<file path="src/logic/scfg_pkg.sv">
package scfg_pkg;

	// direct management register numbers
	localparam logic [4:0] REG_IND_CTRL = 5'h0d;
	localparam logic [4:0] REG_IND_DATA = 5'h0e;
	localparam logic [4:0] REG_LINK_CTRL = 5'h18;
	localparam logic [4:0] REG_LINK_STAT = 5'h19;
	localparam logic [4:0] REG_STRAP_STAT = 5'h1a;

	// extended space
	localparam logic [11:0] EXT_DIRECT_TOP = 12'h01f;
	localparam logic [11:0] EXT_LED_CFG = 12'h460;
	localparam logic [4:0] FIELD_VENDOR = 5'h1f;
	localparam logic [4:0] FIELD_PMA = 5'h01;
	localparam int IND_FN_LSB = 14;
	localparam int IND_FIELD_W = 5;
	localparam int EXT_ADDR_W = 12;

	// indirect control function codes
	typedef enum logic [1:0] {
		IND_FN_ADDR = 2'h0,
		IND_FN_DATA = 2'h1,
		IND_FN_DATA_INC_RW = 2'h2,
		IND_FN_DATA_INC_WR = 2'h3
	} scfg_ind_fn_t;

	// field positions of the local registers
	localparam int LED0_SEL_LSB = 0;
	localparam int LED1_SEL_LSB = 4;
	localparam int LED2_SEL_LSB = 8;
	localparam int LED_SEL_W = 4;
	localparam int REFERENCE_CLOCK_OUTPUT_SEL_BIT = 12;
	localparam int LINK_PERMIT_BIT = 0;
	localparam int LINK_RESTART_BIT = 15;
	localparam int STAT_FAULT_BIT = 0;
	localparam int STAT_LINK_BIT = 1;
	localparam int STAT_ERRCNT_LSB = 8;
	localparam int ERRCNT_W = 8;

	// reset values and the error count limit
	localparam logic [15:0] LED_CFG_RESET = 16'h0000;
	localparam logic LINK_PERMIT_RESET = 1'b0;
	localparam logic [ERRCNT_W-1:0] ERRCNT_MAX = 8'hff;

	typedef enum logic [2:0] {
		HOST_IF_SGMII = 3'h0,
		HOST_IF_MII = 3'h1,
		HOST_IF_RMII_SLAVE = 3'h2,
		HOST_IF_RMII_MASTER = 3'h3,
		HOST_IF_RGMII_ALIGN = 3'h4,
		HOST_IF_RGMII_TXD = 3'h5,
		HOST_IF_RGMII_TXRXD = 3'h6,
		HOST_IF_RGMII_RXD = 3'h7
	} scfg_host_if_t;

	typedef enum logic [2:0] {
		TEST_NORMAL = 3'h0,
		TEST_MODE_1 = 3'h1,
		TEST_MODE_2 = 3'h2,
		TEST_MODE_4 = 3'h4,
		TEST_MODE_5 = 3'h5,
		TEST_RESERVED = 3'h7
	} scfg_test_t;

	// four-level strap: comparator code 0..3 stands for levels 1..4
	typedef struct packed {
		logic [1:0] rx_valid;
		logic [1:0] rx_error;
		logic [2:0][1:0] rx_data;
	} scfg_strap_pins_t;

	typedef struct packed {
		scfg_host_if_t host_interface_select;
		scfg_test_t test_mode;
		logic [4:0] port_address_strap;
		logic master_slave_strap;
		logic managed_start;
		logic [2:0] indicator_level;
	} scfg_strap_cfg_t;

	typedef struct packed {
		logic valid;
		logic write;
		logic [4:0] port;
		logic [4:0] regnum;
		logic [15:0] wdata;
	} scfg_mgmt_req_t;

	// level 1..4 -> {first, second} = 00, 01, 11, 10
	function automatic logic [1:0] level_bits(input logic [1:0] code);
		level_bits = {code[1], code[1] ^ code[0]};
	endfunction

endpackage

</file>
<file path="src/logic/scfg_strap_latch.sv">
`timescale 1ns/1ps
`default_nettype none
module scfg_strap_latch (
	// clock and reset
	input wire logic clock,
	input wire logic reset,
	// strap levels
	input wire scfg_pkg::scfg_strap_pins_t pins,
	input wire logic [2:0] indicator_in,
	// decoded result
	output scfg_pkg::scfg_strap_cfg_t cfg,
	output logic strap_valid
);
	import scfg_pkg::*;

	typedef enum logic [1:0] {
		ST_SAMPLE = 2'b00,
		ST_HOLD = 2'b01
	} scfg_strap_st_t;

	scfg_strap_st_t state_reg;
	scfg_strap_cfg_t cfg_reg;
	scfg_strap_cfg_t cfg_next;
	logic [1:0] dv_b, er_b, d0_b, d1_b, d2_b;
	logic [2:0] test_raw;

	always_comb begin
		dv_b = level_bits(pins.rx_valid);
		er_b = level_bits(pins.rx_error);
		d0_b = level_bits(pins.rx_data[0]);
		d1_b = level_bits(pins.rx_data[1]);
		d2_b = level_bits(pins.rx_data[2]);
		cfg_next = cfg_reg;
		cfg_next.host_interface_select = scfg_host_if_t'({d2_b[1], d1_b[1], d0_b[1]});
		test_raw = {d2_b[0], d1_b[0], d0_b[0]};
		case (test_raw)
			3'h0: cfg_next.test_mode = TEST_NORMAL;
			3'h1: cfg_next.test_mode = TEST_MODE_1;
			3'h2: cfg_next.test_mode = TEST_MODE_2;
			3'h4: cfg_next.test_mode = TEST_MODE_4;
			3'h5: cfg_next.test_mode = TEST_MODE_5;
			default: cfg_next.test_mode = TEST_RESERVED;
		endcase
		// all-low straps give address zero; top bit always zero
		cfg_next.port_address_strap = {1'b0, er_b[0], dv_b[0], er_b[1], dv_b[1]};
		cfg_next.master_slave_strap = indicator_in[0];
		cfg_next.managed_start = indicator_in[1];
		cfg_next.indicator_level = indicator_in;
	end

	// capture on the first edge after reset release, then freeze
	always_ff @(posedge clock or posedge reset) begin
		if (reset) begin
			state_reg <= ST_SAMPLE;
		end else begin
			case (state_reg)
				ST_SAMPLE: state_reg <= ST_HOLD;
				ST_HOLD: state_reg <= ST_HOLD;
				default: state_reg <= ST_SAMPLE;
			endcase
		end
	end

	always_ff @(posedge clock or posedge reset) begin
		if (reset) begin
			cfg_reg <= '0;
		end else if (state_reg == ST_SAMPLE) begin
			cfg_reg <= cfg_next;
		end
	end

	assign cfg = cfg_reg;
	assign strap_valid = (state_reg == ST_HOLD);
endmodule
`default_nettype wire

</file>
<file path="src/logic/scfg_ext_window.sv">
`timescale 1ns/1ps
`default_nettype none
module scfg_ext_window (
	// clock and reset
	input wire logic clock,
	input wire logic reset,
	// strobes from the register port
	input wire logic ctrl_write,
	input wire logic data_write,
	input wire logic data_read,
	input wire logic [15:0] wdata,
	// window state
	output logic [15:0] ctrl_value,
	output logic [11:0] ext_address,
	output logic [4:0] field,
	output logic data_mode
);
	import scfg_pkg::*;

	logic [15:0] ctrl_reg;
	logic [11:0] addr_reg;
	scfg_ind_fn_t fn;

	assign fn = scfg_ind_fn_t'(ctrl_reg[IND_FN_LSB +: 2]);

	always_ff @(posedge clock or posedge reset) begin
		if (reset) begin
			ctrl_reg <= 16'h0000;
		end else if (ctrl_write) begin
			ctrl_reg <= wdata;
		end
	end

	// post increment keeps bursts cheap for the manager
	always_ff @(posedge clock or posedge reset) begin
		if (reset) begin
			addr_reg <= 12'h000;
		end else if (data_write && fn == IND_FN_ADDR) begin
			addr_reg <= wdata[EXT_ADDR_W-1:0];
		end else if ((data_write || data_read) && fn == IND_FN_DATA_INC_RW) begin
			addr_reg <= addr_reg + 12'h001;
		end else if (data_write && fn == IND_FN_DATA_INC_WR) begin
			addr_reg <= addr_reg + 12'h001;
		end
	end

	assign ctrl_value = ctrl_reg;
	assign ext_address = addr_reg;
	assign field = ctrl_reg[IND_FIELD_W-1:0];
	assign data_mode = (fn != IND_FN_ADDR);
endmodule
`default_nettype wire

</file>
<file path="src/logic/scfg_top.sv">
`timescale 1ns/1ps
`default_nettype none
module scfg_top #(
	parameter int LED_SRC_W = 16
) (
	// clock and reset
	input wire logic clock,
	input wire logic reset,
	// strap levels of the shared receive pins
	input wire scfg_pkg::scfg_strap_pins_t strap_pins,
	// management register port
	input wire scfg_pkg::scfg_mgmt_req_t mgmt_req,
	output logic [15:0] mgmt_rdata,
	output logic mgmt_ack,
	// phy status sources
	input wire logic link_fault,
	input wire logic link_ok,
	input wire logic rx_error_event,
	input wire logic restart_done,
	input wire logic [LED_SRC_W-1:0] led_source,
	input wire logic clock_out_source,
	// indicator pins
	input wire logic indicator_out_zero_in,
	output logic indicator_out_zero,
	output logic indicator_out_zero_oe,
	input wire logic indicator_out_one_in,
	output logic indicator_out_one,
	output logic indicator_out_one_oe,
	input wire logic indicator_out_two_in,
	output logic indicator_out_two,
	output logic indicator_out_two_oe,
	// decoded configuration
	output scfg_pkg::scfg_strap_cfg_t strap_cfg,
	output logic strap_valid,
	output logic link_enable,
	output logic link_restart
);
	import scfg_pkg::*;

	logic [15:0] led_cfg_reg;
	logic link_permit_reg;
	logic restart_reg;
	logic fault_lh_reg;
	logic link_ll_reg;
	logic [ERRCNT_W-1:0] err_cnt_reg;
	logic [15:0] rdata_reg;
	logic ack_reg;
	logic [2:0] led_q_reg;

	logic hit;
	logic ctrl_write, data_write, data_read;
	logic [15:0] ind_ctrl;
	logic [11:0] ind_addr;
	logic [4:0] ind_field;
	logic ind_data_mode;
	logic acc_vendor;
	logic acc_read, acc_write;
	logic [11:0] acc_addr;
	logic [15:0] rd_value;
	logic stat_read;
	logic [2:0] led_on;

	scfg_strap_latch u_strap (
		.clock(clock),
		.reset(reset),
		.pins(strap_pins),
		.indicator_in({indicator_out_two_in, indicator_out_one_in, indicator_out_zero_in}),
		.cfg(strap_cfg),
		.strap_valid(strap_valid)
	);

	scfg_ext_window u_window (
		.clock(clock),
		.reset(reset),
		.ctrl_write(ctrl_write),
		.data_write(data_write),
		.data_read(data_read),
		.wdata(mgmt_req.wdata),
		.ctrl_value(ind_ctrl),
		.ext_address(ind_addr),
		.field(ind_field),
		.data_mode(ind_data_mode)
	);

	// only frames for our own strapped address are answered
	assign hit = mgmt_req.valid && strap_valid && (mgmt_req.port == strap_cfg.port_address_strap);
	assign ctrl_write = hit && mgmt_req.write && (mgmt_req.regnum == REG_IND_CTRL);
	assign data_write = hit && mgmt_req.write && (mgmt_req.regnum == REG_IND_DATA);
	assign data_read = hit && !mgmt_req.write && (mgmt_req.regnum == REG_IND_DATA);

	function automatic logic [15:0] vendor_read(input logic [11:0] a);
		logic [15:0] v;
		v = 16'h0000;
		if (a == {7'h00, REG_IND_CTRL}) begin
			v = ind_ctrl;
		end else if (a == {7'h00, REG_IND_DATA}) begin
			v = {4'h0, ind_addr};
		end else if (a == {7'h00, REG_LINK_CTRL}) begin
			v[LINK_PERMIT_BIT] = link_permit_reg;
			v[LINK_RESTART_BIT] = restart_reg;
		end else if (a == {7'h00, REG_LINK_STAT}) begin
			v[STAT_FAULT_BIT] = fault_lh_reg;
			v[STAT_LINK_BIT] = link_ll_reg;
			v[STAT_ERRCNT_LSB +: ERRCNT_W] = err_cnt_reg;
		end else if (a == {7'h00, REG_STRAP_STAT}) begin
			v = {1'b0, strap_cfg.host_interface_select, strap_cfg.test_mode,
				strap_cfg.port_address_strap[3:0], strap_cfg.master_slave_strap,
				strap_cfg.managed_start, strap_cfg.indicator_level};
		end else if (a == EXT_LED_CFG) begin
			v = led_cfg_reg;
		end
		vendor_read = v;
	endfunction

	// one access path serves direct registers and the indirect window
	always_comb begin
		acc_vendor = 1'b1;
		acc_addr = {7'h00, mgmt_req.regnum};
		acc_read = hit && !mgmt_req.write;
		acc_write = hit && mgmt_req.write;
		if (mgmt_req.regnum == REG_IND_CTRL) begin
			acc_write = 1'b0;
		end else if (mgmt_req.regnum == REG_IND_DATA) begin
			if (ind_data_mode) begin
				acc_addr = ind_addr;
				acc_vendor = (ind_field == FIELD_VENDOR);
				// the window never rewrites its own pointer registers
				if (ind_addr == {7'h00, REG_IND_CTRL} || ind_addr == {7'h00, REG_IND_DATA}) begin
					acc_write = 1'b0;
				end
			end else begin
				acc_write = 1'b0;
			end
		end
	end

	// pma field is addressable over 0x0..0xfff but holds no local registers
	assign rd_value = acc_vendor ? vendor_read(acc_addr) : 16'h0000;
	assign stat_read = acc_read && acc_vendor && (acc_addr == {7'h00, REG_LINK_STAT});

	always_ff @(posedge clock or posedge reset) begin
		if (reset) begin
			rdata_reg <= 16'h0000;
			ack_reg <= 1'b0;
		end else begin
			ack_reg <= hit;
			if (acc_read) begin
				rdata_reg <= rd_value;
			end
		end
	end

	always_ff @(posedge clock or posedge reset) begin
		if (reset) begin
			led_cfg_reg <= LED_CFG_RESET;
		end else if (acc_write && acc_vendor && acc_addr == EXT_LED_CFG) begin
			led_cfg_reg <= mgmt_req.wdata;
		end
	end

	always_ff @(posedge clock or posedge reset) begin
		if (reset) begin
			link_permit_reg <= LINK_PERMIT_RESET;
		end else if (acc_write && acc_vendor && acc_addr == {7'h00, REG_LINK_CTRL}) begin
			link_permit_reg <= mgmt_req.wdata[LINK_PERMIT_BIT];
		end
	end

	// self-clearing restart: a new request in the done cycle wins
	always_ff @(posedge clock or posedge reset) begin
		if (reset) begin
			restart_reg <= 1'b0;
		end else if (acc_write && acc_vendor && acc_addr == {7'h00, REG_LINK_CTRL}
			&& mgmt_req.wdata[LINK_RESTART_BIT]) begin
			restart_reg <= 1'b1;
		end else if (restart_done) begin
			restart_reg <= 1'b0;
		end
	end

	// latched bits: an event in the read cycle is kept, not lost
	always_ff @(posedge clock or posedge reset) begin
		if (reset) begin
			fault_lh_reg <= 1'b0;
			link_ll_reg <= 1'b0;
		end else begin
			fault_lh_reg <= link_fault || (fault_lh_reg && !stat_read);
			link_ll_reg <= link_ok && (link_ll_reg || stat_read);
		end
	end

	always_ff @(posedge clock or posedge reset) begin
		if (reset) begin
			err_cnt_reg <= '0;
		end else if (stat_read) begin
			err_cnt_reg <= {{(ERRCNT_W-1){1'b0}}, rx_error_event};
		end else if (rx_error_event && err_cnt_reg != ERRCNT_MAX) begin
			err_cnt_reg <= err_cnt_reg + 1'b1;
		end
	end

	// slave ignores the autonomous strap; managed master waits for permit
	always_comb begin
		link_enable = strap_valid && (!strap_cfg.master_slave_strap
			|| !strap_cfg.managed_start || link_permit_reg);
	end

	// indicators
	assign led_on[0] = led_source[led_cfg_reg[LED0_SEL_LSB +: LED_SEL_W]];
	assign led_on[1] = led_source[led_cfg_reg[LED1_SEL_LSB +: LED_SEL_W]];
	assign led_on[2] = led_source[led_cfg_reg[LED2_SEL_LSB +: LED_SEL_W]];

	// a pulled-up strap means the led hangs from the supply, so drive low to light
	always_ff @(posedge clock or posedge reset) begin
		if (reset) begin
			led_q_reg <= 3'h0;
		end else begin
			led_q_reg <= led_on ^ strap_cfg.indicator_level;
		end
	end

	// pins stay released until the straps are taken, to avoid contention
	assign indicator_out_zero_oe = strap_valid;
	assign indicator_out_one_oe = strap_valid;
	assign indicator_out_two_oe = strap_valid;
	assign indicator_out_zero = led_q_reg[0];
	assign indicator_out_one = led_q_reg[1];
	assign indicator_out_two = led_cfg_reg[REFERENCE_CLOCK_OUTPUT_SEL_BIT] ? clock_out_source : led_q_reg[2];

	assign mgmt_rdata = rdata_reg;
	assign mgmt_ack = ack_reg;
	assign link_restart = restart_reg;
endmodule
`default_nettype wire

</file>
<file path="config.mk">
export PLATFORM = sky130hd
export DESIGN_NAME = scfg_top
export DESIGN_NICKNAME = d
export VERILOG_FILES = /design/src/logic/scfg_pkg.sv /design/src/logic/scfg_strap_latch.sv /design/src/logic/scfg_ext_window.sv /design/src/logic/scfg_top.sv
export SDC_FILE = /design/constraint.sdc
export NUM_CORES = 1
export LEC_CHECK = 0
export ABC_AREA = 0
export BUFFER_PORTS_ARGS = -buffer_cell sky130_fd_sc_hd__buf_2
export CAP_MARGIN = 20
export CORE_ASPECT_RATIO = 0.5
export CORE_MARGIN = 1
export CORE_UTILIZATION = 35
export DETAILED_ROUTE_END_ITERATION = 6
export PLACE_DENSITY = 0.64
export RECOVER_POWER = 100
export SYNTH_ARGS = -nofsm -noshare
export SYNTH_HDL_FRONTEND = slang
export SYNTH_SLANG_ARGS = --single-unit
</file>
<file path="constraint.sdc">
create_clock -name clock -period 3.5 [get_ports clock]
set_input_delay 0.525 -clock clock [delete_from_list [all_inputs] [get_ports clock]]
set_output_delay 0.525 -clock clock [all_outputs]
set_load 0.05 [all_outputs]
</file>
# After elaboration in Yosys (flattened, before gate mapping)
# Index checks and enable logic that the tools add are counted.
[word_totals] ram_bits=0 inputBits=64 mem_bits_ro=0 latchBits=0 wordCells=124 reg_bits=92 n_memories=0
[op_classes] shifts=0 n_mul=0 muxes=37 addsub=2 eq_ne=20 n_div=0 n_bitwise=6 n_lt_le_gt_ge=3 n_reduce_logical=38
[ops] cell="$mux W16" count=5
[ops] cell="$mux W12" count=6
[ops] cell="$eq A12 B4 Y1 const B" count=4
[ops] cell="$eq A12 B5 Y1 const B" count=3
[ops] cell="$mux W8" count=3
[ops] cell="$logic_and A1 B1 Y1" count=20
[ops] cell="$mux W1" count=16
[ops] cell="$lt A4 B5 Y1 const B" count=3
[ops] cell="$pmux W3 S5" count=1
[ops] cell="$mux W14" count=1
[ops] cell="$add A12 B1 Y12 const B" count=1
[ops] cell="$bmux W1 S4" count=3
[ops] cell="$eq A12 B11 Y1 const B" count=1
[ops] cell="$eq A5 B4 Y1 const B" count=2
[ops] cell="$add A8 B1 Y8 const B" count=1
[ops] cell="$ne A8 B8 Y1 const B" count=1
[ops] cell="$eq A3 B3 Y1 const B" count=2
[ops] cell="$logic_or A1 B1 Y1" count=6
[ops] cell="$mux W6" count=1
[ops] cell="$reduce_bool A2 Y1" count=3
[ops] cell="$eq A5 B4 Y1" count=1
[ops] cell="$eq A5 B5 Y1 const B" count=1
[ops] cell="$xor A1 B1 Y1" count=5
[ops] cell="$eq A2 B2 Y1 const B" count=2
[ops] cell="other kinds (10)" count=14

# Depth between registers and ports, before layout
[depth] ltp_word=12 ltp_mapped=9

# Cells and area by module
# From an unflattened synthesis, not the netlist that was laid out.
[unflattened] cells_unflattened=527 hier_area_um2=5526.6
[modules_own_cells] module="scfg_top" area_per_inst_um2=3460.8 seq_area_each_um2=1201.2 n_inst=1 cells_each=343
[modules_own_cells] module="scfg_ext_window" area_per_inst_um2=1452.6 seq_area_each_um2=700.7 n_inst=1 cells_each=138
[modules_own_cells] module="scfg_strap_latch" area_per_inst_um2=613.1 seq_area_each_um2=350.3 n_inst=1 cells_each=46

# Worst setup path after synthesis
# No wires, ideal clock.
[synth_path] path_kind="reg-to-reg" startpoint="reg u_strap.state_reg[0]" endpoint="reg led_cfg_reg[0]" required_ns=3.373 slack_ns=0.742 t_arrival_ns=2.631 path_stages_with_launch=10 synth_period_minus_slack_ns=2.758 path_cell_list="dfrtp_1 -> buf_2 -> nor2b_1 -> and3_1 -> and2_0 -> clkbuf_1 -> nand2_1 -> nor4b_4 -> buf_6 -> mux2_1"
[synth_via] elab_chain_cells=10
[synth_rtl] element="start: declaration" line_no="scfg_strap_latch.sv:21" rtl="scfg_strap_st_t state_reg;"
[synth_rtl] element="start signal: assignment" line_no="scfg_strap_latch.sv:54" rtl="state_reg <= ST_SAMPLE;"
[synth_rtl] element="start signal: assignment" line_no="scfg_strap_latch.sv:57" rtl="ST_SAMPLE: state_reg <= ST_HOLD;"
[synth_rtl] element="start signal: assignment" line_no="scfg_strap_latch.sv:58" rtl="ST_HOLD: state_reg <= ST_HOLD;"
[synth_rtl] element="$eq A1 B1 Y1 (*)" line_no="scfg_strap_latch.sv:73" rtl="assign strap_valid = (state_reg == ST_HOLD);"
[synth_rtl] element="$logic_and A1 B1 Y1 (*) (2 in series)" line_no="scfg_top.sv:86" rtl="assign hit = mgmt_req.valid && strap_valid && (mgmt_req.port == strap_cfg.port_address_strap);"
[synth_rtl] element="net hit" line_no="scfg_top.sv:50" rtl="logic hit;"
[synth_rtl] element="$logic_and A1 B1 Y1 (*)" line_no="scfg_top.sv:120" rtl="acc_write = hit && mgmt_req.write;"
[synth_rtl] element="$mux W1" line_no="scfg_top.sv:128" rtl="if (ind_addr == {7'h00, REG_IND_CTRL} || ind_addr == {7'h00, REG_IND_DATA}) begin"
[synth_rtl] element="$mux W1" line_no="scfg_top.sv:124" rtl="if (ind_data_mode) begin"
[synth_rtl] element="$mux W1 (*)" line_no="scfg_top.sv:123" rtl="end else if (mgmt_req.regnum == REG_IND_DATA) begin"
[synth_rtl] element="$mux W1 (*)" line_no="scfg_top.sv:121" rtl="if (mgmt_req.regnum == REG_IND_CTRL) begin"
[synth_rtl] element="$logic_and A1 B1 Y1 (*) (2 in series)" line_no="scfg_top.sv:156" rtl="end else if (acc_write && acc_vendor && acc_addr == EXT_LED_CFG) begin"
[synth_rtl] element="end signal: assignment" line_no="scfg_top.sv:157" rtl="led_cfg_reg <= mgmt_req.wdata;"
[synth_rtl] element="end: declaration" line_no="scfg_top.sv:40" rtl="logic [15:0] led_cfg_reg;"
# Mark *: on every way through the listed nets, which the timed path passes. The rest lies on a longest branch.
# A chain may end at the register's enable or synchronous reset.

# Final worst setup path
[layout_path] startpoint="reg u_window.addr_reg[5], in the netlist u_window.ext_address[5]" endpoint="reg link_permit_reg"
[layout_via] elab_chain_cells=8 word_cells_on_any_way=13
[layout_rtl] element="start: declaration" line_no="scfg_ext_window.sv:21" rtl="logic [11:0] addr_reg;"
[layout_rtl] element="start signal: assignment" line_no="scfg_ext_window.sv:39" rtl="addr_reg <= wdata[EXT_ADDR_W-1:0];"
[layout_rtl] element="start signal: assignment" line_no="scfg_ext_window.sv:41" rtl="addr_reg <= addr_reg + 12'h001;"
[layout_rtl] element="start signal: assignment" line_no="scfg_ext_window.sv:43" rtl="addr_reg <= addr_reg + 12'h001;"
[layout_rtl] element="$eq A12 B4 Y1" line_no="scfg_top.sv:128"
[layout_rtl] element="$logic_or A1 B1 Y1" line_no="scfg_top.sv:128"
[layout_rtl] element="$mux W1" line_no="scfg_top.sv:128"
[layout_rtl] element="$mux W1" line_no="scfg_top.sv:124"
[layout_rtl] element="$mux W1" line_no="scfg_top.sv:123"
[layout_rtl] element="$mux W1" line_no="scfg_top.sv:121"
[layout_rtl] element="$logic_and A1 B1 Y1" line_no="scfg_top.sv:164" rtl="end else if (acc_write && acc_vendor && acc_addr == {7'h00, REG_LINK_CTRL}) begin"
[layout_rtl] element="$logic_and A1 B1 Y1 (*)" line_no="scfg_top.sv:164"
[layout_rtl] element="end signal: assignment" line_no="scfg_top.sv:165" rtl="link_permit_reg <= mgmt_req.wdata[LINK_PERMIT_BIT];"
[layout_rtl] element="end: declaration" line_no="scfg_top.sv:41" rtl="logic link_permit_reg;"
# Mark *: on every way between the ends. The rest lies on a longest branch, timed or not.

==> impl_metrics.ini <==
[critical_path]
rrSetupSlack_ns = 0.51
cpPeakStageDelay_ns = 0.67
worstPathArrival_ns = 3.22
path_max_fanout = 7
crit_chain = or4_2, nor4_1, a21oi_1, or3_1, nor4_4, mux2_1
critPathTopFamily = simple AND/OR/NAND/NOR gates
r2r-end = link_permit_reg$_DFFE_PP0P_
cp_slowest_cell = or4_2
cp.buffers_inverters = 0
critPathKind = flip-flop to flip-flop
cp.depth = 6
crit_end = link_permit_reg$_DFFE_PP0P_
reg2regPathDepth = 6
cp-start-kind = flip-flop
r2r_start = u_window.ext_address[5]$_DFFE_PP0P_
critical_path_required_ns = 3.73
critPathLaunch = u_window.ext_address[5]$_DFFE_PP0P_
worst_setup_path_end_kind = flip-flop

[drt]
via_count = 4287
wl_um = 14700
drc = 0
firstDrtPassIters = 5
routedWlPerCell_um = 19.3
via_per_inst = 5.63
first_iter_violations = 344
postRouteAntennaNets = 0

[clock_network]
cts_hold_buf = 0
cts_buffers = 9
cts.sinks = 90
root_buffer = clkbuf_16
clkLatencyLatePin_ns = 0.35
cts_tree = done
clk_pin_slew_ns = 0.06
clk_path_buf_depth = 2
htreeDepth = 3
cts_resized = 0
cts_setup_buffers = 0

[layout]
antenna_cells = 0
final_util_pct = 43.3
syn2layout_area_growth_pct = 18.4
fillCellCount = 1402
layout.cells.most_common = dfrtp_1
final_layout_size_suffix_gt1_share_pct = 25.3
final_nets = 633
mostFrequentLayoutCells = dfrtp_1, buf_2, nand2_1

[floorplanning]
fp-row-count = 30
ios = 106
coreArea_sq_mm = 0.0138
start_util_pct = 36.6
die_area_sq_mm = 0.0150
die_h_um = 87.0
dieWidth_um = 172

[timing]
relSlewSlack_pct = -34.4
timing.final.crit_share_pct = 85.3
rsz0062_at_grt = no
setup-tns-final_ns = 0
worstMarginPinSlew_ns = 2.00
maxSlewViolCount = 45
finClkSkew_ns = 0.00693
finalHoldViolations = 0
min_period_ns = 2.99
finalSetupViolCount = 0
fmax_ghz = 0.335

[synthesis]
synth_top_cell_by_area = dfrtp_1
syn_nets = 534
synth_area_leaders = dfrtp_1, mux2_2, mux4_2
syn_inst = 466
synth_edf_count = 0
post-synth-top-area-fraction_pct = 44.6
synth-main-ff-cell = dfrtp_1
syn-cell-area_sq_mm = 0.00505
synth_async_sr_flop_share_pct = 100
yosysWarnings = 0
synth.avg_cell_area_sq_um = 10.8
yosysSeqAreaShare_pct = 44.6
synth_seq_cells = 90
ys_types = 70

[run_status]
violations = max-capacitance violations, max-slew violations
status = finished with violations

[pwr]
power.density_mw_per_mm2 = 423
p_leak_nw = 2.59
ir_drop_v = 0.000284

[worst_hold_path]
holdPathStages = 2
hold_path.class = input pin to flip-flop

[global_route]
grtUsageTotal_pct = 20.5
grt_pass1_vias = 4028
grt_max_degree = 48
grt_overflow_total = 0
antenna_found_initial = 0
grt_pass1_wl_um = 22700

[placement]
dp.final_hpwl_um = 11100
numPortBuffers = 104
gp_congestion = 0.921

[flow_run]
maxCapViolations = 1
area by class of cell:
cell class / instances / area [sq um] / share of cell area (%)
sequential: 90 / 2250 / 37.6
clock buffer: 10 / 239 / 3.99
clock inverter: 6 / 62.6 / 1.05
inverter: 11 / 42.5 / 0.711
timing repair buffer: 117 / 562 / 9.39
multi-input combinational: 336 / 2590 / 43.2
tap: 192 / 240 / 4.01
where the power goes:
group	switching [mW]	internal [mW]	leakage (nW)	total, mW
registers	0.0735	1.10	1.20	1.17
logic	0.256	0.115	1.24	0.371
clock network	0.414	0.574	0.153	0.988
total	0.743	1.79	2.59	2.53
through the flow:
| step | setup WS [ns] | hold WS, ns | power [mW] | area, sq um | cells |
|---|---|---|---|---|---|
| 3_5_place_dp | 0.619 | 0.466 | 1.58 | 5800 | 746 |
| 2_1_floorplan | 0.640 | 0.457 | 1.44 | 5050 | 466 |
| 6_report | 0.514 | 0.352 | 2.53 | 5980 | 762 |
| 5_1_grt | 0.391 | 0.357 | 2.64 | 5980 | 762 |
| 4_1_cts | 0.829 | 0.325 | 2.57 | 6100 | 762 |
| 3_3_place_gp | 0.688 | 0.464 | 1.57 | 5800 | 746 |
metal layers:
metal,GRT usage (%),part of all wire [%]
met1,28.8,47
met2,31.1,46
met3,4.00,5.1
met4,8.45,2.4
met5,0,0
worst min path at each step:
stage | from | to | slack (ns)
6_report | restart_done | link_restart$_DFFE_PP0P_ | 0.35
5_1_grt | restart_done | link_restart$_DFFE_PP0P_ | 0.36
2_1_floorplan | led_cfg_reg[15]$_DFFE_PP0P_ | led_cfg_reg[15]$_DFFE_PP0P_ | 0.46
4_1_cts | reset | link_ll_reg$_DFF_PP0_ | 0.32
3_3_place_gp | mgmt_rdata[15]$_DFFE_PP0P_ | mgmt_rdata[15]$_DFFE_PP0P_ | 0.46
3_5_place_dp | mgmt_rdata[4]$_DFFE_PP0P_ | mgmt_rdata[4]$_DFFE_PP0P_ | 0.47
kinds of logic (layout without fill, tap and decap cells):
kind of cell | Yosys count | after routing | synth area share, %
and+or+nand+nor | 143 | 143 | 16.0
buffers and inverters | 40 | 144 | 3.64
other | 2 | 2 | 0.149
DFF | 90 | 90 | 44.6
adders and majority gates | 4 | 4 | 0.990
AOI/OAI and AO/OA | 110 | 110 | 15.0
muxes | 59 | 59 | 16.5
xor gates and xnor gates | 18 | 18 | 3.12
cells in the mapped netlist (all sizes together), types with 2 or more instances:
cell type  number
dfrtp          90
nand2          46
mux2           43
o21ai          31
nor2           22
a21oi          17
clkbuf         17
mux4           15
a22oi          13
buf            12
inv            11
nand3          11
xor2           11
and3           10
a221oi          9
nor3            9
nor4            9
nor2b           7
xnor2           7
a32oi           6
nand4           6
o21a            5
a222oi          4
ha              4
a31oi           3
and2            3
nand2b          3
o211ai          3
a211o           2
conb            2
nor3b           2
nor4b           2
o2111a          2
o221ai          2
o2bb2ai         2
o311ai          2
or2             2
or3             2
or4             2
Power figures use the tool's default switching activity.
